===== config.mk =====
export PLATFORM = sky130hd
export DESIGN_NAME = sfr_seq
export DESIGN_NICKNAME = d
export VERILOG_FILES = /design/src/hdl/sfr_sync.v /design/src/hdl/sfr_eeprom_ld.v /design/src/hdl/sfr_seq.v
export VERILOG_INCLUDE_DIRS = /design/src /design/src/hdl
export SDC_FILE = /design/constraint.sdc
export NUM_CORES = 1
export LEC_CHECK = 0
export ABC_AREA = 1
export BUFFER_PORTS_ARGS = -buffer_cell sky130_fd_sc_hd__buf_2
export CAP_MARGIN = 20
export CORE_MARGIN = 1
export CORE_UTILIZATION = 53
export CTS_CLUSTER_DIAMETER = 40
export DETAILED_ROUTE_END_ITERATION = 10
export GPL_TIMING_DRIVEN = 0
export PLACE_DENSITY = 0.79
export SLEW_MARGIN = 10
export SYNTH_ARGS = -nofsm -noshare
export SYNTH_HDL_FRONTEND = slang
export SYNTH_HIERARCHICAL = 1
export SYNTH_SLANG_ARGS = --single-unit

===== constraint.sdc =====
create_clock -name pclk -period 3.4 [get_ports pclk]
set_input_delay 0.34 -clock pclk [delete_from_list [all_inputs] [get_ports pclk]]
set_output_delay 0.34 -clock pclk [all_outputs]
set_load 0.03 [all_outputs]

===== src/hdl/sfr_defs.vh =====
/*
 * Constants of the switch fundamental reset sequencer: sequencer states,
 * register offsets, field positions, reset values and timing counts.
 * Assumes inclusion by its bare name from the design files only.
 */
`ifndef SFR_DEFS_VH
`define SFR_DEFS_VH

// sequencer states
`define SFR_ST_IDLE        4'h0
`define SFR_ST_CAPTURE     4'h1
`define SFR_ST_REGINIT     4'h2
`define SFR_ST_UNLOCK      4'h3
`define SFR_ST_PLL         4'h4
`define SFR_ST_MSMB        4'h5
`define SFR_ST_SSMB        4'h6
`define SFR_ST_LINK        4'h7
`define SFR_ST_EECHK       4'h8
`define SFR_ST_EELOAD      4'h9
`define SFR_ST_HOLD        4'hA
`define SFR_ST_LOCK        4'hB
`define SFR_ST_RUN         4'hC

// register byte offsets
`define SFR_OFS_SWITCH_CONTROL_REG      8'h00
`define SFR_OFS_SMBSTS     8'h04
`define SFR_OFS_BOOTSTS    8'h08
`define SFR_OFS_SEQSTS     8'h0C
`define SFR_OFS_PHYLINK    8'h10

// switch_control_reg fields
`define SFR_CTL_UNLOCK_BIT 0
`define SFR_CTL_HOLD_BIT   1
// smb_status_reg fields
`define SFR_SMB_DONE_BIT   0
`define SFR_SMB_ERR_BIT    1
`define SFR_SMB_CODE_LSB   4
`define SFR_SMB_CODE_MSB   7
// eeprom error codes
`define SFR_EEERR_NONE     4'h0
`define SFR_EEERR_READ     4'h1
`define SFR_EEERR_ADDR     4'h2

// eeprom record layout
`define SFR_REC_LAST_BIT   31
`define SFR_REC_ADDR_MSB   23
`define SFR_REC_ADDR_LSB   16
`define SFR_REC_DATA_MSB   15

// ports and switch modes that load from eeprom (one bit per mode)
`define SFR_NPORTS         12
`define SFR_EE_MODE_MASK   16'h00F0

// reset values
`define SFR_RST_WORD       32'h0000_0000

// timing
`define SFR_CLK_KHZ        100000
`define SFR_STACK_REL_MS   20
`define SFR_PORTS_RDY_MS   100
`define SFR_STACK_REL_CYC  (`SFR_STACK_REL_MS * `SFR_CLK_KHZ)
`define SFR_PORTS_RDY_CYC  (`SFR_PORTS_RDY_MS * `SFR_CLK_KHZ)

`endif


===== src/hdl/sfr_sync.v =====
/*
 * Two-flop synchroniser for a vector of independent pin levels.
 * Assumes each bit is a slow level; bits are not coherent with each other.
 */
`timescale 1ns/1ps
module sfr_sync #(
	parameter W = 1
) (
	pclk,
	presetn,
	din,
	dout
);
	input  wire         pclk;
	input  wire         presetn;
	input  wire [W-1:0] din;
	output reg  [W-1:0] dout;

	reg [W-1:0] meta_q;

	always @(posedge pclk or negedge presetn) begin
		if (!presetn) begin
			meta_q <= {W{1'b0}};
			dout   <= {W{1'b0}};
		end else begin
			meta_q <= din;
			dout   <= meta_q;
		end
	end
endmodule // sfr_sync


===== src/hdl/sfr_eeprom_ld.v =====
/*
 * Serial eeprom loader: fetches records, turns each into a register write,
 * stops on the last record or on the first error.
 * Assumes the eeprom reader runs on pclk and answers ee_req with ee_ack.
 */
`timescale 1ns/1ps
`include "sfr_defs.vh"
module sfr_eeprom_ld (
	input  wire        pclk,
	input  wire        presetn,
	input  wire        start,
	input  wire        abort,
	output reg         ee_req,
	input  wire        ee_ack,
	input  wire [31:0] ee_word,
	input  wire        ee_fail,
	output reg         wr_en,
	output reg  [7:0]  wr_addr,
	output reg  [15:0] wr_data,
	input  wire        wr_err,
	output wire        busy,
	output reg         done,
	output reg         err,
	output reg  [3:0]  err_code
);
	localparam [1:0] LD_IDLE = 2'd0;
	localparam [1:0] LD_FETCH = 2'd1;
	localparam [1:0] LD_WRITE = 2'd2;

	reg [1:0] st_q;
	reg       last_q;

	assign busy = (st_q != LD_IDLE);

	always @(posedge pclk or negedge presetn) begin
		if (!presetn) begin
			st_q     <= LD_IDLE;
			last_q   <= 1'b0;
			ee_req   <= 1'b0;
			wr_en    <= 1'b0;
			wr_addr  <= 8'h00;
			wr_data  <= 16'h0000;
			done     <= 1'b0;
			err      <= 1'b0;
			err_code <= `SFR_EEERR_NONE;
		end else begin
			done  <= 1'b0;
			err   <= 1'b0;
			wr_en <= 1'b0;
			if (abort) begin
				st_q   <= LD_IDLE;
				ee_req <= 1'b0;
			end else begin
				case (st_q)
				LD_IDLE: begin
					if (start) begin
						st_q   <= LD_FETCH;
						ee_req <= 1'b1;
					end
				end
				LD_FETCH: begin
					if (ee_ack) begin
						ee_req <= 1'b0;
						if (ee_fail) begin
							// a failed read aborts the whole load
							st_q     <= LD_IDLE;
							err      <= 1'b1;
							err_code <= `SFR_EEERR_READ;
						end else begin
							st_q    <= LD_WRITE;
							wr_en   <= 1'b1;
							last_q  <= ee_word[`SFR_REC_LAST_BIT];
							wr_addr <= ee_word[`SFR_REC_ADDR_MSB:`SFR_REC_ADDR_LSB];
							wr_data <= ee_word[`SFR_REC_DATA_MSB:0];
						end
					end
				end
				LD_WRITE: begin
					if (wr_err) begin
						st_q     <= LD_IDLE;
						err      <= 1'b1;
						err_code <= `SFR_EEERR_ADDR;
					end else if (last_q) begin
						st_q <= LD_IDLE;
						done <= 1'b1;
					end else begin
						st_q   <= LD_FETCH;
						ee_req <= 1'b1;
					end
				end
				default: begin
					st_q   <= LD_IDLE;
					ee_req <= 1'b0;
				end
				endcase
			end
		end
	end
endmodule // sfr_eeprom_ld


===== src/hdl/sfr_seq.v =====
/*
 * Switch fundamental reset sequencer with its APB register file.
 * Assumes pins arrive asynchronously to pclk, the eeprom reader and the
 * port stacks run on pclk, and presetn is the core power-on reset.
 */
// Our own choices: register access over APB and the address map.
`timescale 1ns/1ps
`include "sfr_defs.vh"
module sfr_seq #(
	parameter [31:0] STACK_REL_CYC = `SFR_STACK_REL_CYC,
	parameter [31:0] PORTS_RDY_CYC = `SFR_PORTS_RDY_CYC
) (
	input  wire        pclk,
	input  wire        presetn,
	input  wire [7:0]  paddr,
	input  wire        psel,
	input  wire        penable,
	input  wire        pwrite,
	input  wire [31:0] pwdata,
	output reg  [31:0] prdata,
	output wire        pready,
	output wire        pslverr,
	input  wire        global_reset_input_n,
	input  wire        pll_lock,
	input  wire        master_smb_speed_select,
	input  wire [3:0]  master_smb_addr_strap,
	input  wire [1:0]  slave_smb_addr_strap,
	input  wire [3:0]  switch_operating_mode,
	input  wire        reset_hold_strap,
	output reg         pll_start,
	output reg         msmb_speed,
	output reg  [3:0]  msmb_addr,
	output reg         msmb_init,
	output reg         ssmb_reset_n,
	output reg  [1:0]  ssmb_addr,
	output reg         ssmb_init,
	output reg         stack_reset_n,
	output reg         train_start,
	output reg  [11:0] port_retrain,
	output reg         ports_ready,
	output wire        cfg_retry_all,
	output wire        quasi_reset,
	output reg  [3:0]  switch_mode,
	output reg         normal_op,
	output wire        ee_req,
	input  wire        ee_ack,
	input  wire [31:0] ee_word,
	input  wire        ee_fail
);
	////////////////////////////////////////////////////////////////////////
	// register decode, shared by the bus and the eeprom loader
	function reg_hit;
		input [7:0] a;
		begin
			reg_hit = (a == `SFR_OFS_SWITCH_CONTROL_REG) || (a == `SFR_OFS_SMBSTS) ||
				(a == `SFR_OFS_BOOTSTS) || (a == `SFR_OFS_SEQSTS) ||
				(a == `SFR_OFS_PHYLINK);
		end
	endfunction

	function ee_mode;
		input [3:0] m;
		reg   [15:0] sel;
		begin
			sel     = 16'h0001 << m;
			ee_mode = |(sel & `SFR_EE_MODE_MASK);
		end
	endfunction

	// one write port: bus and loader writes are decoded alike
	function reg_wr;
		input       we;
		input [7:0] a;
		input [7:0] ofs;
		begin
			reg_wr = we && (a == ofs);
		end
	endfunction

	// n cycles have passed on the edge that ends cycle n; the timer saturates
	function deadline;
		input [31:0] t;
		input [31:0] lim;
		begin
			deadline = (t >= lim - 32'h1);
		end
	endfunction

	////////////////////////////////////////////////////////////////////////
	// pin synchronisers
	wire [13:0] pins_s;

	sfr_sync #(
		.W (14)
	) u_sync (
		.pclk    (pclk),
		.presetn (presetn),
		.din     ({global_reset_input_n, pll_lock, master_smb_speed_select,
			master_smb_addr_strap, slave_smb_addr_strap,
			switch_operating_mode, reset_hold_strap}),
		.dout    (pins_s)
	);

	wire       gri_n_s  = pins_s[13];
	wire       lock_s   = pins_s[12];
	wire [11:0] strap_s = pins_s[11:0];

	////////////////////////////////////////////////////////////////////////
	// state and registers
	reg  [3:0]  st_q;
	reg  [3:0]  st_d;
	reg  [11:0] strap_q;
	reg  [31:0] timer_q;
	reg         unlock_q;
	reg         hold_q;
	reg         ee_done_q;
	reg         ee_err_q;
	reg  [3:0]  ee_code_q;
	reg         ee_start_q;

	wire        ld_wr_en;
	wire [7:0]  ld_wr_addr;
	wire [15:0] ld_wr_data;
	wire        ld_busy;
	wire        ld_done;
	wire        ld_err;
	wire [3:0]  ld_code;

	// a restart is any time the global reset is seen low, in idle too
	wire restart = !gri_n_s;

	wire [3:0] cap_switch_operating_mode = strap_q[4:1];

	sfr_eeprom_ld u_ld (
		.pclk     (pclk),
		.presetn  (presetn),
		.start    (ee_start_q),
		.abort    (restart),
		.ee_req   (ee_req),
		.ee_ack   (ee_ack),
		.ee_word  (ee_word),
		.ee_fail  (ee_fail),
		.wr_en    (ld_wr_en),
		.wr_addr  (ld_wr_addr),
		.wr_data  (ld_wr_data),
		.wr_err   (!reg_hit(ld_wr_addr)),
		.busy     (ld_busy),
		.done     (ld_done),
		.err      (ld_err),
		.err_code (ld_code)
	);

	////////////////////////////////////////////////////////////////////////
	// apb slave; the loader's write owns the register port for its cycle
	wire access  = psel && penable;
	wire bus_wr  = access && pwrite && !ld_wr_en;
	wire any_wr  = bus_wr || ld_wr_en;
	wire [7:0]  wr_a = ld_wr_en ? ld_wr_addr : paddr;
	wire [31:0] wr_d = ld_wr_en ? {16'h0000, ld_wr_data} : pwdata;

	assign pready  = !ld_wr_en;
	assign pslverr = access && !ld_wr_en && !reg_hit(paddr);

	// reloaded through wait states; a loader write in the wait cycle lands on the same edge, so the read still returns the old value
	always @(posedge pclk or negedge presetn) begin
		if (!presetn) begin
			prdata <= `SFR_RST_WORD;
		end else if (psel && !(penable && pready)) begin
			case (paddr)
			`SFR_OFS_SWITCH_CONTROL_REG:   prdata <= {30'h0, hold_q, unlock_q};
			`SFR_OFS_SMBSTS:  prdata <= {24'h0, ee_code_q, 2'b00, ee_err_q, ee_done_q};
			`SFR_OFS_BOOTSTS: prdata <= {20'h0, strap_q};
			`SFR_OFS_SEQSTS:  prdata <= {24'h0, ports_ready, normal_op, stack_reset_n,
				lock_s, st_q};
			`SFR_OFS_PHYLINK: prdata <= `SFR_RST_WORD; // retrain bits are pulses
			default:          prdata <= `SFR_RST_WORD;
			endcase
		end
	end

	////////////////////////////////////////////////////////////////////////
	// sequencer
	always @* begin
		st_d = st_q;
		case (st_q)
		`SFR_ST_IDLE:    if (gri_n_s) st_d = `SFR_ST_CAPTURE;
		`SFR_ST_CAPTURE: st_d = `SFR_ST_REGINIT;
		`SFR_ST_REGINIT: st_d = `SFR_ST_UNLOCK;
		`SFR_ST_UNLOCK:  st_d = `SFR_ST_PLL;
		`SFR_ST_PLL:     if (lock_s) st_d = `SFR_ST_MSMB;
		`SFR_ST_MSMB:    st_d = `SFR_ST_SSMB;
		`SFR_ST_SSMB:    st_d = `SFR_ST_LINK;
		`SFR_ST_LINK:    st_d = `SFR_ST_EECHK;
		`SFR_ST_EECHK:   st_d = ee_mode(cap_switch_operating_mode) ? `SFR_ST_EELOAD : `SFR_ST_HOLD;
		`SFR_ST_EELOAD:  if (ld_done || ld_err) st_d = `SFR_ST_HOLD;
		`SFR_ST_HOLD:    if (!hold_q) st_d = `SFR_ST_LOCK;
		`SFR_ST_LOCK:    st_d = `SFR_ST_RUN;
		`SFR_ST_RUN:     st_d = `SFR_ST_RUN;
		default:         st_d = `SFR_ST_IDLE;
		endcase
		if (restart)
			st_d = `SFR_ST_IDLE;
	end

	always @(posedge pclk or negedge presetn) begin
		if (!presetn) begin
			st_q       <= `SFR_ST_IDLE;
			strap_q    <= 12'h000;
			timer_q    <= 32'h0000_0000;
			ee_start_q <= 1'b0;
		end else begin
			st_q       <= st_d;
			ee_start_q <= (st_q == `SFR_ST_EECHK) && (st_d == `SFR_ST_EELOAD);
			if (st_q == `SFR_ST_CAPTURE)
				strap_q <= strap_s;
			// time since the reset condition cleared, saturating
			if (st_q == `SFR_ST_IDLE)
				timer_q <= 32'h0000_0000;
			else if (timer_q != 32'hFFFF_FFFF)
				timer_q <= timer_q + 32'h1;
		end
	end

	////////////////////////////////////////////////////////////////////////
	// control and status bits
	wire init_regs = (st_q == `SFR_ST_REGINIT) || restart;

	always @(posedge pclk or negedge presetn) begin
		if (!presetn) begin
			unlock_q     <= 1'b0;
			hold_q       <= 1'b0;
			ee_done_q    <= 1'b0;
			ee_err_q     <= 1'b0;
			ee_code_q    <= `SFR_EEERR_NONE;
			port_retrain <= 12'h000;
		end else begin
			port_retrain <= 12'h000;
			if (init_regs) begin
				unlock_q  <= 1'b0;
				hold_q    <= restart ? 1'b0 : strap_q[0];
				ee_done_q <= 1'b0;
				ee_err_q  <= 1'b0;
				ee_code_q <= `SFR_EEERR_NONE;
			end else begin
				if (st_q == `SFR_ST_UNLOCK)
					unlock_q <= 1'b1;
				else if (st_q == `SFR_ST_LOCK)
					unlock_q <= 1'b0;
				// software clears reset_hold; a load error in the same cycle wins
				if (ld_err)
					hold_q <= 1'b1;
				else if (reg_wr(any_wr, wr_a, `SFR_OFS_SWITCH_CONTROL_REG))
					hold_q <= hold_q & wr_d[`SFR_CTL_HOLD_BIT];
				if (ld_done)
					ee_done_q <= 1'b1;
				if (ld_err) begin
					ee_err_q  <= 1'b1;
					ee_code_q <= ld_code;
				end
				if (reg_wr(any_wr, wr_a, `SFR_OFS_PHYLINK))
					port_retrain <= wr_d[`SFR_NPORTS-1:0];
			end
		end
	end

	////////////////////////////////////////////////////////////////////////
	// outward controls
	wire past_pll  = (st_q > `SFR_ST_PLL);
	wire stack_due = (st_q >= `SFR_ST_LINK) ||
		((st_q != `SFR_ST_IDLE) && deadline(timer_q, STACK_REL_CYC));

	always @(posedge pclk or negedge presetn) begin
		if (!presetn) begin
			pll_start     <= 1'b0;
			msmb_speed    <= 1'b0;
			msmb_addr     <= 4'h0;
			msmb_init     <= 1'b0;
			ssmb_reset_n  <= 1'b0;
			ssmb_addr     <= 2'b00;
			ssmb_init     <= 1'b0;
			stack_reset_n <= 1'b0;
			train_start   <= 1'b0;
			ports_ready   <= 1'b0;
			switch_mode   <= 4'h0;
			normal_op     <= 1'b0;
		end else if (restart) begin
			pll_start     <= 1'b0;
			msmb_init     <= 1'b0;
			ssmb_reset_n  <= 1'b0;
			ssmb_init     <= 1'b0;
			stack_reset_n <= 1'b0;
			train_start   <= 1'b0;
			ports_ready   <= 1'b0;
			normal_op     <= 1'b0;
		end else begin
			if (st_q == `SFR_ST_PLL)
				pll_start <= 1'b1;
			msmb_init <= (st_q == `SFR_ST_MSMB);
			if (st_q == `SFR_ST_MSMB) begin
				msmb_speed <= strap_q[11];
				msmb_addr  <= strap_q[10:7];
			end
			ssmb_init <= (st_q == `SFR_ST_SSMB);
			if (st_q == `SFR_ST_SSMB) begin
				ssmb_reset_n <= 1'b1;
				ssmb_addr    <= strap_q[6:5];
			end
			// the deadline releases the stacks even if pll lock is late
			train_start <= stack_due && !stack_reset_n;
			if (stack_due)
				stack_reset_n <= 1'b1;
			if (deadline(timer_q, PORTS_RDY_CYC) && (st_q != `SFR_ST_IDLE))
				ports_ready <= 1'b1;
			if (st_q == `SFR_ST_LOCK) begin
				switch_mode <= cap_switch_operating_mode;
				normal_op   <= 1'b1;
			end
		end
	end

	assign cfg_retry_all = ld_busy || (st_q == `SFR_ST_EELOAD);
	// may show for one cycle before a load starts, up to four if the deadline released the stacks; the load then masks it
	assign quasi_reset   = hold_q && stack_reset_n && !cfg_retry_all && past_pll;
endmodule // sfr_seq


Word level (Yosys, flattened, before mapping)
Index checks and enable logic that the tools add are counted.
{ "word_totals": {"regBits": 179, "input_bits": 93, "out_inout_bits": 68, "word_cells": 205} }
{ "op_classes": {"n_addsub": 1, "n_lt_le_gt_ge": 4, "eq_ne": 37, "shift": 1, "muxes": 69, "bitwise": 2, "n_reduce_logical": 57} }
{ "op_table": {"columns": ["operator", "n"], "rows": [
  ["2-to-1 mux 32 bit", 2],
  ["case mux 12 bit (4 select lines)", 1],
  ["case mux 4 bit (12 select lines)", 1],
  ["2-to-1 mux 1 bit", 42],
  ["2-to-1 mux 12 bit", 3],
  ["2-to-1 mux 4 bit", 9],
  ["adder 32 x 1 -> 32 bit, second input constant", 1],
  ["equality test 8 x 4 -> 1 bit, second input constant", 4],
  ["greater-or-equal comparator 32 x 21 -> 1 bit, second input constant", 1],
  ["greater-or-equal comparator 32 x 24 -> 1 bit, second input constant", 1],
  ["inequality test 32 bit, second input constant", 1],
  ["equality test 4 bit, second input constant", 6],
  ["equality test 8 x 5 -> 1 bit, second input constant", 3],
  ["logical NOT 8 bit", 3],
  ["equality test 4 x 3 -> 1 bit, second input constant", 4],
  ["equality test 8 x 3 -> 1 bit, second input constant", 2],
  ["logical AND 1 bit", 16],
  ["inequality test 2 bit, second input constant", 8],
  ["logical OR 1 bit", 13],
  ["2-to-1 mux 2 bit", 6],
  ["inequality test 3 bit, second input constant", 4],
  ["nonzero test 2 bit", 5],
  ["equality test 4 x 2 -> 1 bit, second input constant", 2],
  ["2-to-1 mux 8 bit", 1],
  ["other kinds (22)", 32]
]} }

Logic depth before layout (Yosys ltp)
Gate-level depths: netlist of run 1.
{ "depth": {"ltp_word": 8, "mapped_depth": 13} }

By module
Netlist of run 1, hierarchy kept.
{ "by_module_without_submodules": {"columns": ["mod", "n_inst", "cells_each", "area_per_inst_um2", "seq_area_each_um2"], "rows": [
  ["sfr_seq", 1, 701, 5427.7, 2502.4],
  ["sfr_eeprom_ld", 1, 179, 1587.8, 825.8],
  ["sfr_sync", 1, 28, 700.7, 700.7]
]} }

Worst setup path before layout of run 1
Ideal clock, no wire load.
{ "synth_timing": {"path_type": "register -> output", "start": "register u_ld.st_q[0]", "end": "output quasi_reset", "t_arrival_ns": 1.870, "setup_slack_ns": 1.190, "stages_incl_launch_ff": 6, "n_path_buf": 0, "path_cell_list": "dfrtp_1 -> inv_1 -> ha_1 -> inv_1 -> or2_2 -> a211oi_1"} }
{ "synth_via": {"elab_chain_cells": 5} }
{ "synth_rtl": {"columns": ["item", "line", "text"], "rows": [
  ["from (decl)", "sfr_eeprom_ld.v:30", "reg [1:0] st_q;"],
  ["from (signal assigned)", "sfr_eeprom_ld.v:37", "st_q <= LD_IDLE;"],
  ["from (signal assigned)", "sfr_eeprom_ld.v:51", "st_q <= LD_IDLE;"],
  ["from (signal assigned)", "sfr_eeprom_ld.v:57", "st_q <= LD_FETCH;"],
  ["nonzero test 2 bit", "sfr_eeprom_ld.v:33", "assign busy = (st_q != LD_IDLE);"],
  ["net ld_busy", "sfr_seq.v:124", "wire ld_busy;"],
  ["logical OR 1 bit", "sfr_seq.v:321", "assign cfg_retry_all = ld_busy || (st_q == `SFR_ST_EELOAD);"],
  ["net cfg_retry_all", "sfr_seq.v:41", "output wire cfg_retry_all,"],
  ["logical NOT 1 bit", "sfr_seq.v:323", "assign quasi_reset = hold_q && stack_reset_n && !cfg_retry_all && past_pll;"],
  ["logical AND 1 bit (2 in series)", "sfr_seq.v:323", null],
  ["to (decl)", "sfr_seq.v:42", "output wire quasi_reset,"]
]} }
The timed path passes the listed nets, and every way through them passes these cells.

Worst setup path after layout of run 1
{ "layout_timing": {"start": "register u_ld.st_q[0]", "end": "output quasi_reset"} }
{ "layout_via": {"elab_chain_cells": 5} }
{ "layout_rtl": {"columns": ["item", "line"], "rows": [
  ["nonzero test 2 bit", "sfr_eeprom_ld.v:33"],
  ["net ld_busy", "sfr_seq.v:124"],
  ["logical OR 1 bit", "sfr_seq.v:321"],
  ["logical NOT 1 bit", "sfr_seq.v:323"],
  ["logical AND 1 bit (2 in series)", "sfr_seq.v:323"]
]} }
The timed path passes the listed nets, and every way through them passes these cells.

==> flow_summary.json, run 1 <==
{
  "portBuffers": 109,
  "hold_viol": 0,
  "antenna_cells": 0,
  "clkTransAtPathRegs_ns": 0.07,
  "wl_met3_um": 1321,
  "critPathTopFamily": "buffers and inverters",
  "dpl.hpwl_um": 13300,
  "seqPwrFrac_pct": 44.7,
  "min_path_type": "in2reg",
  "num_vias": 6560,
  "viasPerCell": 5.265,
  "fp-row-count": 43,
  "ioPinCount": 161,
  "start_util_pct": 54.47,
  "fin_crit_ns": 2.509,
  "die_y_um": 121.4,
  "tightest_slew_ns": 0.6102,
  "fin_worst_skew_ns": 0.007563,
  "grt_pass1_wl_um": 29940,
  "syn_area_mm2": 0.007561,
  "cp_cell_sequence": "inv_1 > ha_1 > inv_1 > or2_2 > a211oi_1 > buf_2",
  "avgRoutedWirePerCell_um": 14.72,
  "total_power_mw": 4.736,
  "drc_errors": 0,
  "max_clock_freq_mhz": 398.5,
  "leakage_nw": 4.782,
  "path_max_fanout": 5,
  "syn_inst": 892,
  "combPwrFrac_pct": 15.9,
  "r2r_start": "u_ld/wr_en",
  "netSwitchingFraction_pct": 30.12,
  "p_per_area_mw_per_mm2": 517.8,
  "grt_start_max_net_pins": 86,
  "clkLatencyLatePin_ns": 0.43,
  "clockBufferDepth": 2,
  "fin_crit_sh_pct": 73.80,
  "cp_data_arrival_time_ns": 2.17,
  "die_area_mm2": 0.01475,
  "cp_data_required_time_ns": 3.06,
  "nNetsFinal": 1154,
  "wl_met2_um": 8621,
  "drtIter0Drc": 491,
  "cts_made_buffers": 17,
  "firstDrtPassIters": 6,
  "die_x_um": 121.4,
  "synth_warnings": 6,
  "cp_slowest_cell": "dfrtp_1",
  "cp_slowest_stage_delay_ns": 0.41,
  "crit_path_start_kind": "register",
  "r2r_end": "prdata[6]",
  "cts_tree": "built",
  "grt_pass1_vias": 6254,
  "final-setup-viol-count": 0,
  "grt_overflow_total": 0,
  "postLayoutCoreUtil_pct": 65.89,
  "hp-start": "master_smb_speed_select",
  "routabilityCongestion": 0.9079,
  "tns_ns": 0,
  "root_buffer": "clkbuf_16",
  "rr_worst_depth": 6,
  "whs_ns": 0.01249,
  "switchingPower_mw": 1.427,
  "top_layer": "met4",
  "wl_um": 18350,
  "whs_path_depth": 1,
  "htreeDepth": 4,
  "met1_length_um": 7951,
  "hold_path_end": "u_sync/meta_q[11]",
  "crit_buf_inv": 3,
  "core_area_mm2": 0.01388,
  "max_slew_margin_pct": 59.32,
  "syn2layout_area_growth_pct": 20.97,
  "finalMaxSlewViolations": 0,
  "status": "completed",
  "cp_common_cell": "inv_1",
  "postCtsSetupRepairBufs": 0,
  "p_int_mw": 3.310,
  "maxCapViolations": 0,
  "drive_above_1_share_pct": 22.33,
  "regToRegSetupSlack_ns": 1.52,
  "n_fill_cell": 1155,
  "vdd_drop_max_mv": 0.3641,
  "numClockSinks": 157,
  "end_kind": "output port",
  "drtAntennaViolNets": 0,
  "antenna_found_initial": 0,
  "cp-startpoint": "u_ld/st_q[0]",
  "worst-setup-path-type": "reg2out",
  "grt_use_total_pct": 26.63,
  "clkPwrFrac_pct": 39.4,
  "rsz0062_at_grt": "no",
  "synth.avg_cell_area_um2": 8.476
}
[metrics by stage]
stage	instances	setup slack [ns]	area [µm²]
after floorplan	912	1.190	7636
after global placement	1201	-0.2940	8407
after detailed placement	1202	1.393	8444
after CTS	1238	0.9373	9066
after global routing	1246	0.8285	9146
final	1246	0.8909	9146
[area by class of cell]
| cell class | count | area, µm² | area share (%) |
|---|---|---|---|
| well taps | 180 | 225.2 | 2.462 |
| inverters | 84 | 317.8 | 3.475 |
| clock buffers | 18 | 429.2 | 4.692 |
| plain buffers | 44 | 325.3 | 3.557 |
| flip-flops and latches | 157 | 3929 | 42.95 |
| repair buffers | 122 | 703.2 | 7.688 |
| multi-input cells | 627 | 3064 | 33.50 |
| clock inverters | 14 | 152.6 | 1.669 |
[worst max path at each step]
stage	to	depth (start not counted)	slack [ns]
4_1_cts	quasi_reset	6	0.94
2_1_floorplan	quasi_reset	5	1.19
3_5_place_dp	quasi_reset	6	1.39
6_report	quasi_reset	6	0.89
5_1_grt	quasi_reset	6	0.83
3_3_place_gp	u_ld/wr_data[4]	1	-0.29
[layer usage]
metal  track usage (%)  up-vias
met5                 0        -
met4             9.954        0
met3             6.438       45
met2             41.69      278
met1             35.86     3076
li1                  -     3161
[cell usage in the layout (no fill, tap or decap), types with 22 or more instances in the layout]
| cell type | n |
|---|---|
| buf_4 | 22 |
| nor2_1 | 91 |
| inv_1 | 76 |
| o21ai_0 | 27 |
| buf_2 | 117 |
| dfrtp_1 | 157 |
| conb_1 | 22 |
| nand3_1 | 68 |
| a21oi_1 | 40 |
| nand2_1 | 242 |
[sequential cells by signal (all words and copies together) (netlist names), 8 cells and up]
name,flops
port_retrain,12
u_ld/wr_data,12
timer_q,32
strap_q,12
u_ld/wr_addr,8
u_sync/dout,14
prdata,12
u_sync/meta_q,14
[power groups by stage]
stage	Clock (mW)	Combinational, mW	Sequential, mW
global placement	0	0.718	2.14
CTS	1.88	0.747	2.12
finish	1.87	0.754	2.12
detailed placement	0	0.739	2.15
global route	1.96	0.826	2.14
floorplan	0	0.416	2.21
[what timing repair did]
action / CTS / global route
endpoints found under the hold margin: 75 / 8
hold buffers: 4 / 8
gates resized for setup: 0 / 0
endpoints found under the setup margin: 0 / 0
(Power assumes the default switching activity.)
==> run 2: changes to the inputs <==
==> constraint.sdc (replaced) <==
create_clock -name pclk -period 2.5 [get_ports pclk]
set_input_delay 0.25 -clock pclk [delete_from_list [all_inputs] [get_ports pclk]]
set_output_delay 0.25 -clock pclk [all_outputs]
set_load 0.03 [all_outputs]
==> flow_summary.json, run 2 (synthesis results as in run 1) <==
{
  "status": "completed",
  "vdd_drop_max_mv": 0.4979,
  "fin_crit_sh_pct": 97.31,
  "grt_use_total_pct": 26.90,
  "die_x_um": 121.4,
  "rr_worst_depth": 6,
  "whs_path_depth": 3,
  "cp_slowest_cell": "dfrtp_1",
  "whs_ns": 0.04429,
  "max_clock_freq_mhz": 411.1,
  "top_register": "timer_q",
  "cp_cell_sequence": "inv_1 > ha_1 > inv_1 > or2_2 > a211oi_1 > buf_2",
  "final_common_cell": "nand2_1",
  "finalMaxSlewViolations": 0,
  "regToRegSetupSlack_ns": 0.64,
  "pre_cts_ws_ns": 0.5827,
  "dpl.hpwl_um": 13300,
  "portBuffers": 109,
  "worst-setup-path-type": "reg2out",
  "crit_buf_inv": 3,
  "cp-startpoint": "u_ld/st_q[0]",
  "num_vias": 6543,
  "hold_viol": 0,
  "clkTransAtPathRegs_ns": 0.07,
  "cp_data_required_time_ns": 2.25,
  "viasPerCell": 5.239,
  "drtAntennaViolNets": 0,
  "cp_slowest_stage_delay_ns": 0.41,
  "leakage_nw": 4.795,
  "r2r_end": "prdata[6]",
  "fp-row-count": 43,
  "path_max_fanout": 5,
  "grt_overflow_total": 0,
  "syn2layout_area_growth_pct": 21.36,
  "grt.busiest_layer": "met2",
  "routabilityCongestion": 0.9079,
  "antenna_cells": 0,
  "stdcell_count": 1249,
  "r2r_start": "u_ld/wr_en",
  "maxCapViolations": 0,
  "final_cell_mix": "nand2_1, dfrtp_1, buf_2, nor2_1, inv_1",
  "htreeDepth": 4,
  "grt_use_met1_pct": 36.10,
  "die_y_um": 121.4,
  "grt_pass1_wl_um": 30240,
  "drive_above_1_share_pct": 22.26,
  "cts_tree": "built",
  "drc_errors": 0,
  "p_per_area_mw_per_mm2": 702.4,
  "reg_top3": "timer_q x32, u_sync/dout x14, u_sync/meta_q x14",
  "ioPinCount": 161,
  "fin_worst_skew_ns": 0.008405,
  "rsz0062_at_grt": "no",
  "grtUsageMet2_pct": 42.22,
  "end_kind": "output port",
  "grt_pass1_vias": 6319,
  "dp_cells": 1202,
  "timing.final.ws_setup_ns": 0.06736,
  "crit_path_start_kind": "register",
  "start_util_pct": 54.47,
  "clockBufferDepth": 2,
  "avgRoutedWirePerCell_um": 14.72,
  "postCtsSetupRepairBufs": 0,
  "hp-start": "ee_word[2]",
  "tightest_slew_ns": 0.5925,
  "core_area_mm2": 0.01388,
  "cp_data_arrival_time_ns": 2.18,
  "min_path_type": "in2reg",
  "critPathTopFamily": "buffers and inverters",
  "drtIter0Drc": 521,
  "grt_use_met3_pct": 6.438,
  "cp_common_cell": "inv_1",
  "max_slew_margin_pct": 60.50,
  "final-setup-viol-count": 0,
  "postLayoutCoreUtil_pct": 66.11,
  "die_area_mm2": 0.01475,
  "fin_crit_ns": 2.433,
  "firstDrtPassIters": 7,
  "hold_path_end": "u_ld/wr_data[2]",
  "clkLatencyLatePin_ns": 0.43,
  "antenna_found_initial": 0,
  "numClockSinks": 157,
  "grt_start_max_net_pins": 86,
  "wl_um": 18390,
  "cts_made_buffers": 17,
  "root_buffer": "clkbuf_16",
  "nNetsFinal": 1157,
  "largest_register_ffs": 32
}
## run 2: cell types whose count changed in the layout (fill, tap and decap cells not counted)
cell	before	now
dlygate4sd3_1	12	15
## run 2: worst max-delay path by stage
stage,slack [ns],to,depth (start not counted)
after global placement,-1.10,u_ld/wr_data[4],1
after CTS,0.13,quasi_reset,6
after floorplan,0.38,quasi_reset,5
after global routing,0.02,quasi_reset,6
after detailed placement,0.58,quasi_reset,6
final,0.07,quasi_reset,6
## run 2: worst register-to-register path, cell delays in order (launching register included)
cell and delay (ns):
dfrtp_1 0.34, inv_1 0.10, a21oi_2 0.51, inv_1 0.24, clkbuf_1 0.32, nand2_1 0.15
nand2_1 0.07
## run 2: power by group
group          internal, mW  leakage [nW]  total, mW  switching, mW
Clock                  1.41         0.280       2.54           1.13
Combinational         0.346          2.44       1.03          0.683
Sequential             2.75          2.08       2.88          0.130
Total                  4.50          4.79       6.45           1.94
## run 2: area by class of cell
cell class	count	area [µm²]
clock buffers	18	429.2
inverters	84	317.8
fillers	1151	4705
plain buffers	44	325.3
repair buffers	125	733.2
multi-input cells	627	3064
clock inverters	14	152.6
flip-flops and latches	157	3929
well taps	180	225.2
## run 2: what timing repair did
item                                    in CTS  in global routing
endpoints found under the setup margin       0                  0
gates resized for setup                      0                  0
hold buffers                                15                  0
endpoints found under the hold margin       86                  0
## run 2: stage by stage
stage	TNS [ns]	instance area [µm²]	total power, mW
after floorplan	0	7636	3.573
after global placement	-170.82	8407	3.890
after detailed placement	0	8444	3.926
after CTS	0	9176	6.463
after global routing	0	9176	6.695
final	0	9176	6.446
## run 2: metal layers
layer  share of wire (%)  wire [µm]
met1                  44       8052
met4                 2.5        452
met5                   0          0
met2                  47       8706
met3                 6.4       1174
==> run 3: changes to the inputs <==
--- a/config.mk
+++ b/config.mk
@@ -18,5 +18,4 @@
 export SLEW_MARGIN = 10
 export SYNTH_ARGS = -nofsm -noshare
 export SYNTH_HDL_FRONTEND = slang
-export SYNTH_HIERARCHICAL = 1
 export SYNTH_SLANG_ARGS = --single-unit
==> flow_summary.json, run 3 <==
{
  "stdcell_count": 1212,
  "max_clock_freq_mhz": 491.7,
  "grtUsageMet2_pct": 45.58,
  "fin_crit_ns": 2.034,
  "clockBufferDepth": 2,
  "fp-row-count": 42,
  "grt_start_max_net_pins": 93,
  "worst-setup-path-type": "reg2out",
  "syn2layout_area_growth_pct": 22.44,
  "whs_ns": 0.02687,
  "largest_register_ffs": 32,
  "avgRoutedWirePerCell_um": 15.08,
  "drtAntennaViolNets": 0,
  "synth_warnings": 0,
  "ys_ff_latch": 155,
  "maxCapViolations": 0,
  "synth_top_area_share_pct": 53.62,
  "grt_overflow_total": 0,
  "seqPwrFrac_pct": 42.9,
  "syn_inst": 860,
  "final_cell_mix": "nand2_1, dfrtp_1, buf_2, inv_1, nor2_1",
  "cp_slowest_stage_delay_ns": 0.44,
  "n_fill_cell": 1055,
  "synthArstFlopShare_pct": 100.0,
  "cp_cell_sequence": "inv_1 > nor2_1 > nand2_1 > nand2_1 > nor3_1 > buf_2",
  "core_area_mm2": 0.01330,
  "dpl.hpwl_um": 12780,
  "top_register": "timer_q",
  "nNetsFinal": 1121,
  "start_util_pct": 54.40,
  "end_kind": "output port",
  "clkPwrFrac_pct": 39.7,
  "numClockSinks": 155,
  "cts_made_buffers": 17,
  "reg_top3": "timer_q x32, u_sync.dout x14, u_sync.meta_q x14",
  "tns_ns": 0,
  "grt_use_met3_pct": 6.370,
  "drtIter0Drc": 551,
  "crit_path_start_kind": "register",
  "die_y_um": 118.8,
  "yosys-top-cells-count": "nand2_1, dfrtp_1, inv_1",
  "antenna_found_initial": 0,
  "tightest_slew_ns": 0.6012,
  "vdd_drop_max_mv": 0.5994,
  "root_buffer": "clkbuf_16",
  "synth_edf_count": 0,
  "synth.avg_cell_area_um2": 8.411,
  "routabilityCongestion": 0.9408,
  "hold_viol": 0,
  "combPwrFrac_pct": 17.4,
  "status": "completed",
  "ys.flop_type": "dfrtp_1",
  "cp_slowest_cell": "dfrtp_1",
  "synth.area.top_cells": "dfrtp_1, nand2_1, inv_1",
  "path_max_fanout": 7,
  "switchingPower_mw": 2.017,
  "clkTransAtPathRegs_ns": 0.07,
  "total_power_mw": 6.573,
  "grt_pass1_wl_um": 30280,
  "rsz0062_at_grt": "no",
  "die_area_mm2": 0.01412,
  "yosys.area.top_type": "dfrtp_1",
  "fin_worst_skew_ns": 0.009898,
  "fin_crit_sh_pct": 81.35,
  "cts_tree": "built",
  "grt_use_total_pct": 27.39,
  "final-setup-viol-count": 0,
  "netSwitchingFraction_pct": 30.69,
  "wl_um": 18280,
  "leakage_nw": 4.581,
  "pre_cts_ws_ns": 0.5488,
  "portBuffers": 109,
  "min_path_type": "in2reg",
  "viasPerCell": 5.248,
  "dpl_cell_area_mm2": 0.008108,
  "drc_errors": 0,
  "grt_use_met1_pct": 34.82,
  "grt_pass1_vias": 6232,
  "cp_data_required_time_ns": 2.25,
  "netlist-cell-type-count": 43,
  "p_int_mw": 4.555,
  "cp_common_cell": "nand2_1",
  "num_vias": 6360,
  "postLayoutCoreUtil_pct": 66.61,
  "htreeDepth": 4,
  "final_common_cell": "nand2_1",
  "timing.final.ws_setup_ns": 0.4662,
  "ioPinCount": 161,
  "synth.most_common_cell": "nand2_1",
  "firstDrtPassIters": 8,
  "antenna_cells": 0,
  "cp_data_arrival_time_ns": 1.78,
  "yosysSeqAreaShare_pct": 53.62,
  "p_per_area_mw_per_mm2": 742.2,
  "dp_cells": 1165,
  "design_area_mm2": 0.008856,
  "finalMaxSlewViolations": 0,
  "die_x_um": 118.8,
  "clkLatencyLatePin_ns": 0.42,
  "max_slew_margin_pct": 59.92,
  "syn_area_mm2": 0.007233,
  "grt.busiest_layer": "met2",
  "drive_above_1_share_pct": 20.46
}
[run 3: worst max-delay path, delay by kind of cell (launching register included)]
family                 cells  cell delay, ns
AND/OR/NAND/NOR            4            0.60
buffers and inverters      2            0.32
flip-flops                 1            0.44
[run 3: final timing paths]
path | start | end | slack [ns] | depth (start not counted)
max | st_q[3] | quasi_reset | 0.47 | 6
min | ee_word[3] | u_ld.wr_data[3] | 0.03 | 3
max reg2reg | timer_q[1] | timer_q[24] | 0.48 | 9
min reg2reg | u_sync.meta_q[5] | u_sync.dout[5] | 0.35 | 0
max in group asynchronous | presetn | switch_mode[0] | 1.35 | 3
min in group asynchronous | presetn | timer_q[8] | 0.36 | 2
[run 3: logic make-up after synthesis]
kind of cell,synth area share (%)
other cells,0.05184
compound gates,10.40
flops,53.62
simple gates,25.84
mux,0.1384
xor+xnor,0.6054
fa+ha+maj,0.8649
buf+inv,8.476
[run 3: power groups by stage]
stage / clock (mW) / sequential [mW] / combinational [mW]
after detailed placement: 0 / 2.86 / 1.10
after global routing: 2.75 / 2.84 / 1.28
after CTS: 2.63 / 2.82 / 1.14
final: 2.61 / 2.82 / 1.14
after global placement: 0 / 2.86 / 1.06
after floorplan: 0 / 2.95 / 0.612
[run 3: metal layers]
| layer | wire [µm] | share of wire [%] |
|---|---|---|
| met1 | 7711 | 42 |
| met2 | 8965 | 49 |
| met3 | 1029 | 5.6 |
| met4 | 568 | 3.1 |
| met5 | 0 | 0 |
[run 3: layout make-up]
cell class	instances	area, µm²	area share [%]
multi-input combinational	591	2813	31.76
buffer	40	264.0	2.981
sequential	155	3879	43.80
timing repair buffer	125	733.2	8.279
clock inverter	14	158.9	1.794
tap	176	220.2	2.487
inverter	93	349.1	3.942
clock buffer	18	439.2	4.959
[run 3: repair_timing]
action | in CTS | in global routing
hold endpoints to repair | 77 | 0
setup buffers | 0 | 0
resized for setup | 0 | 0
hold buffers | 15 | 0
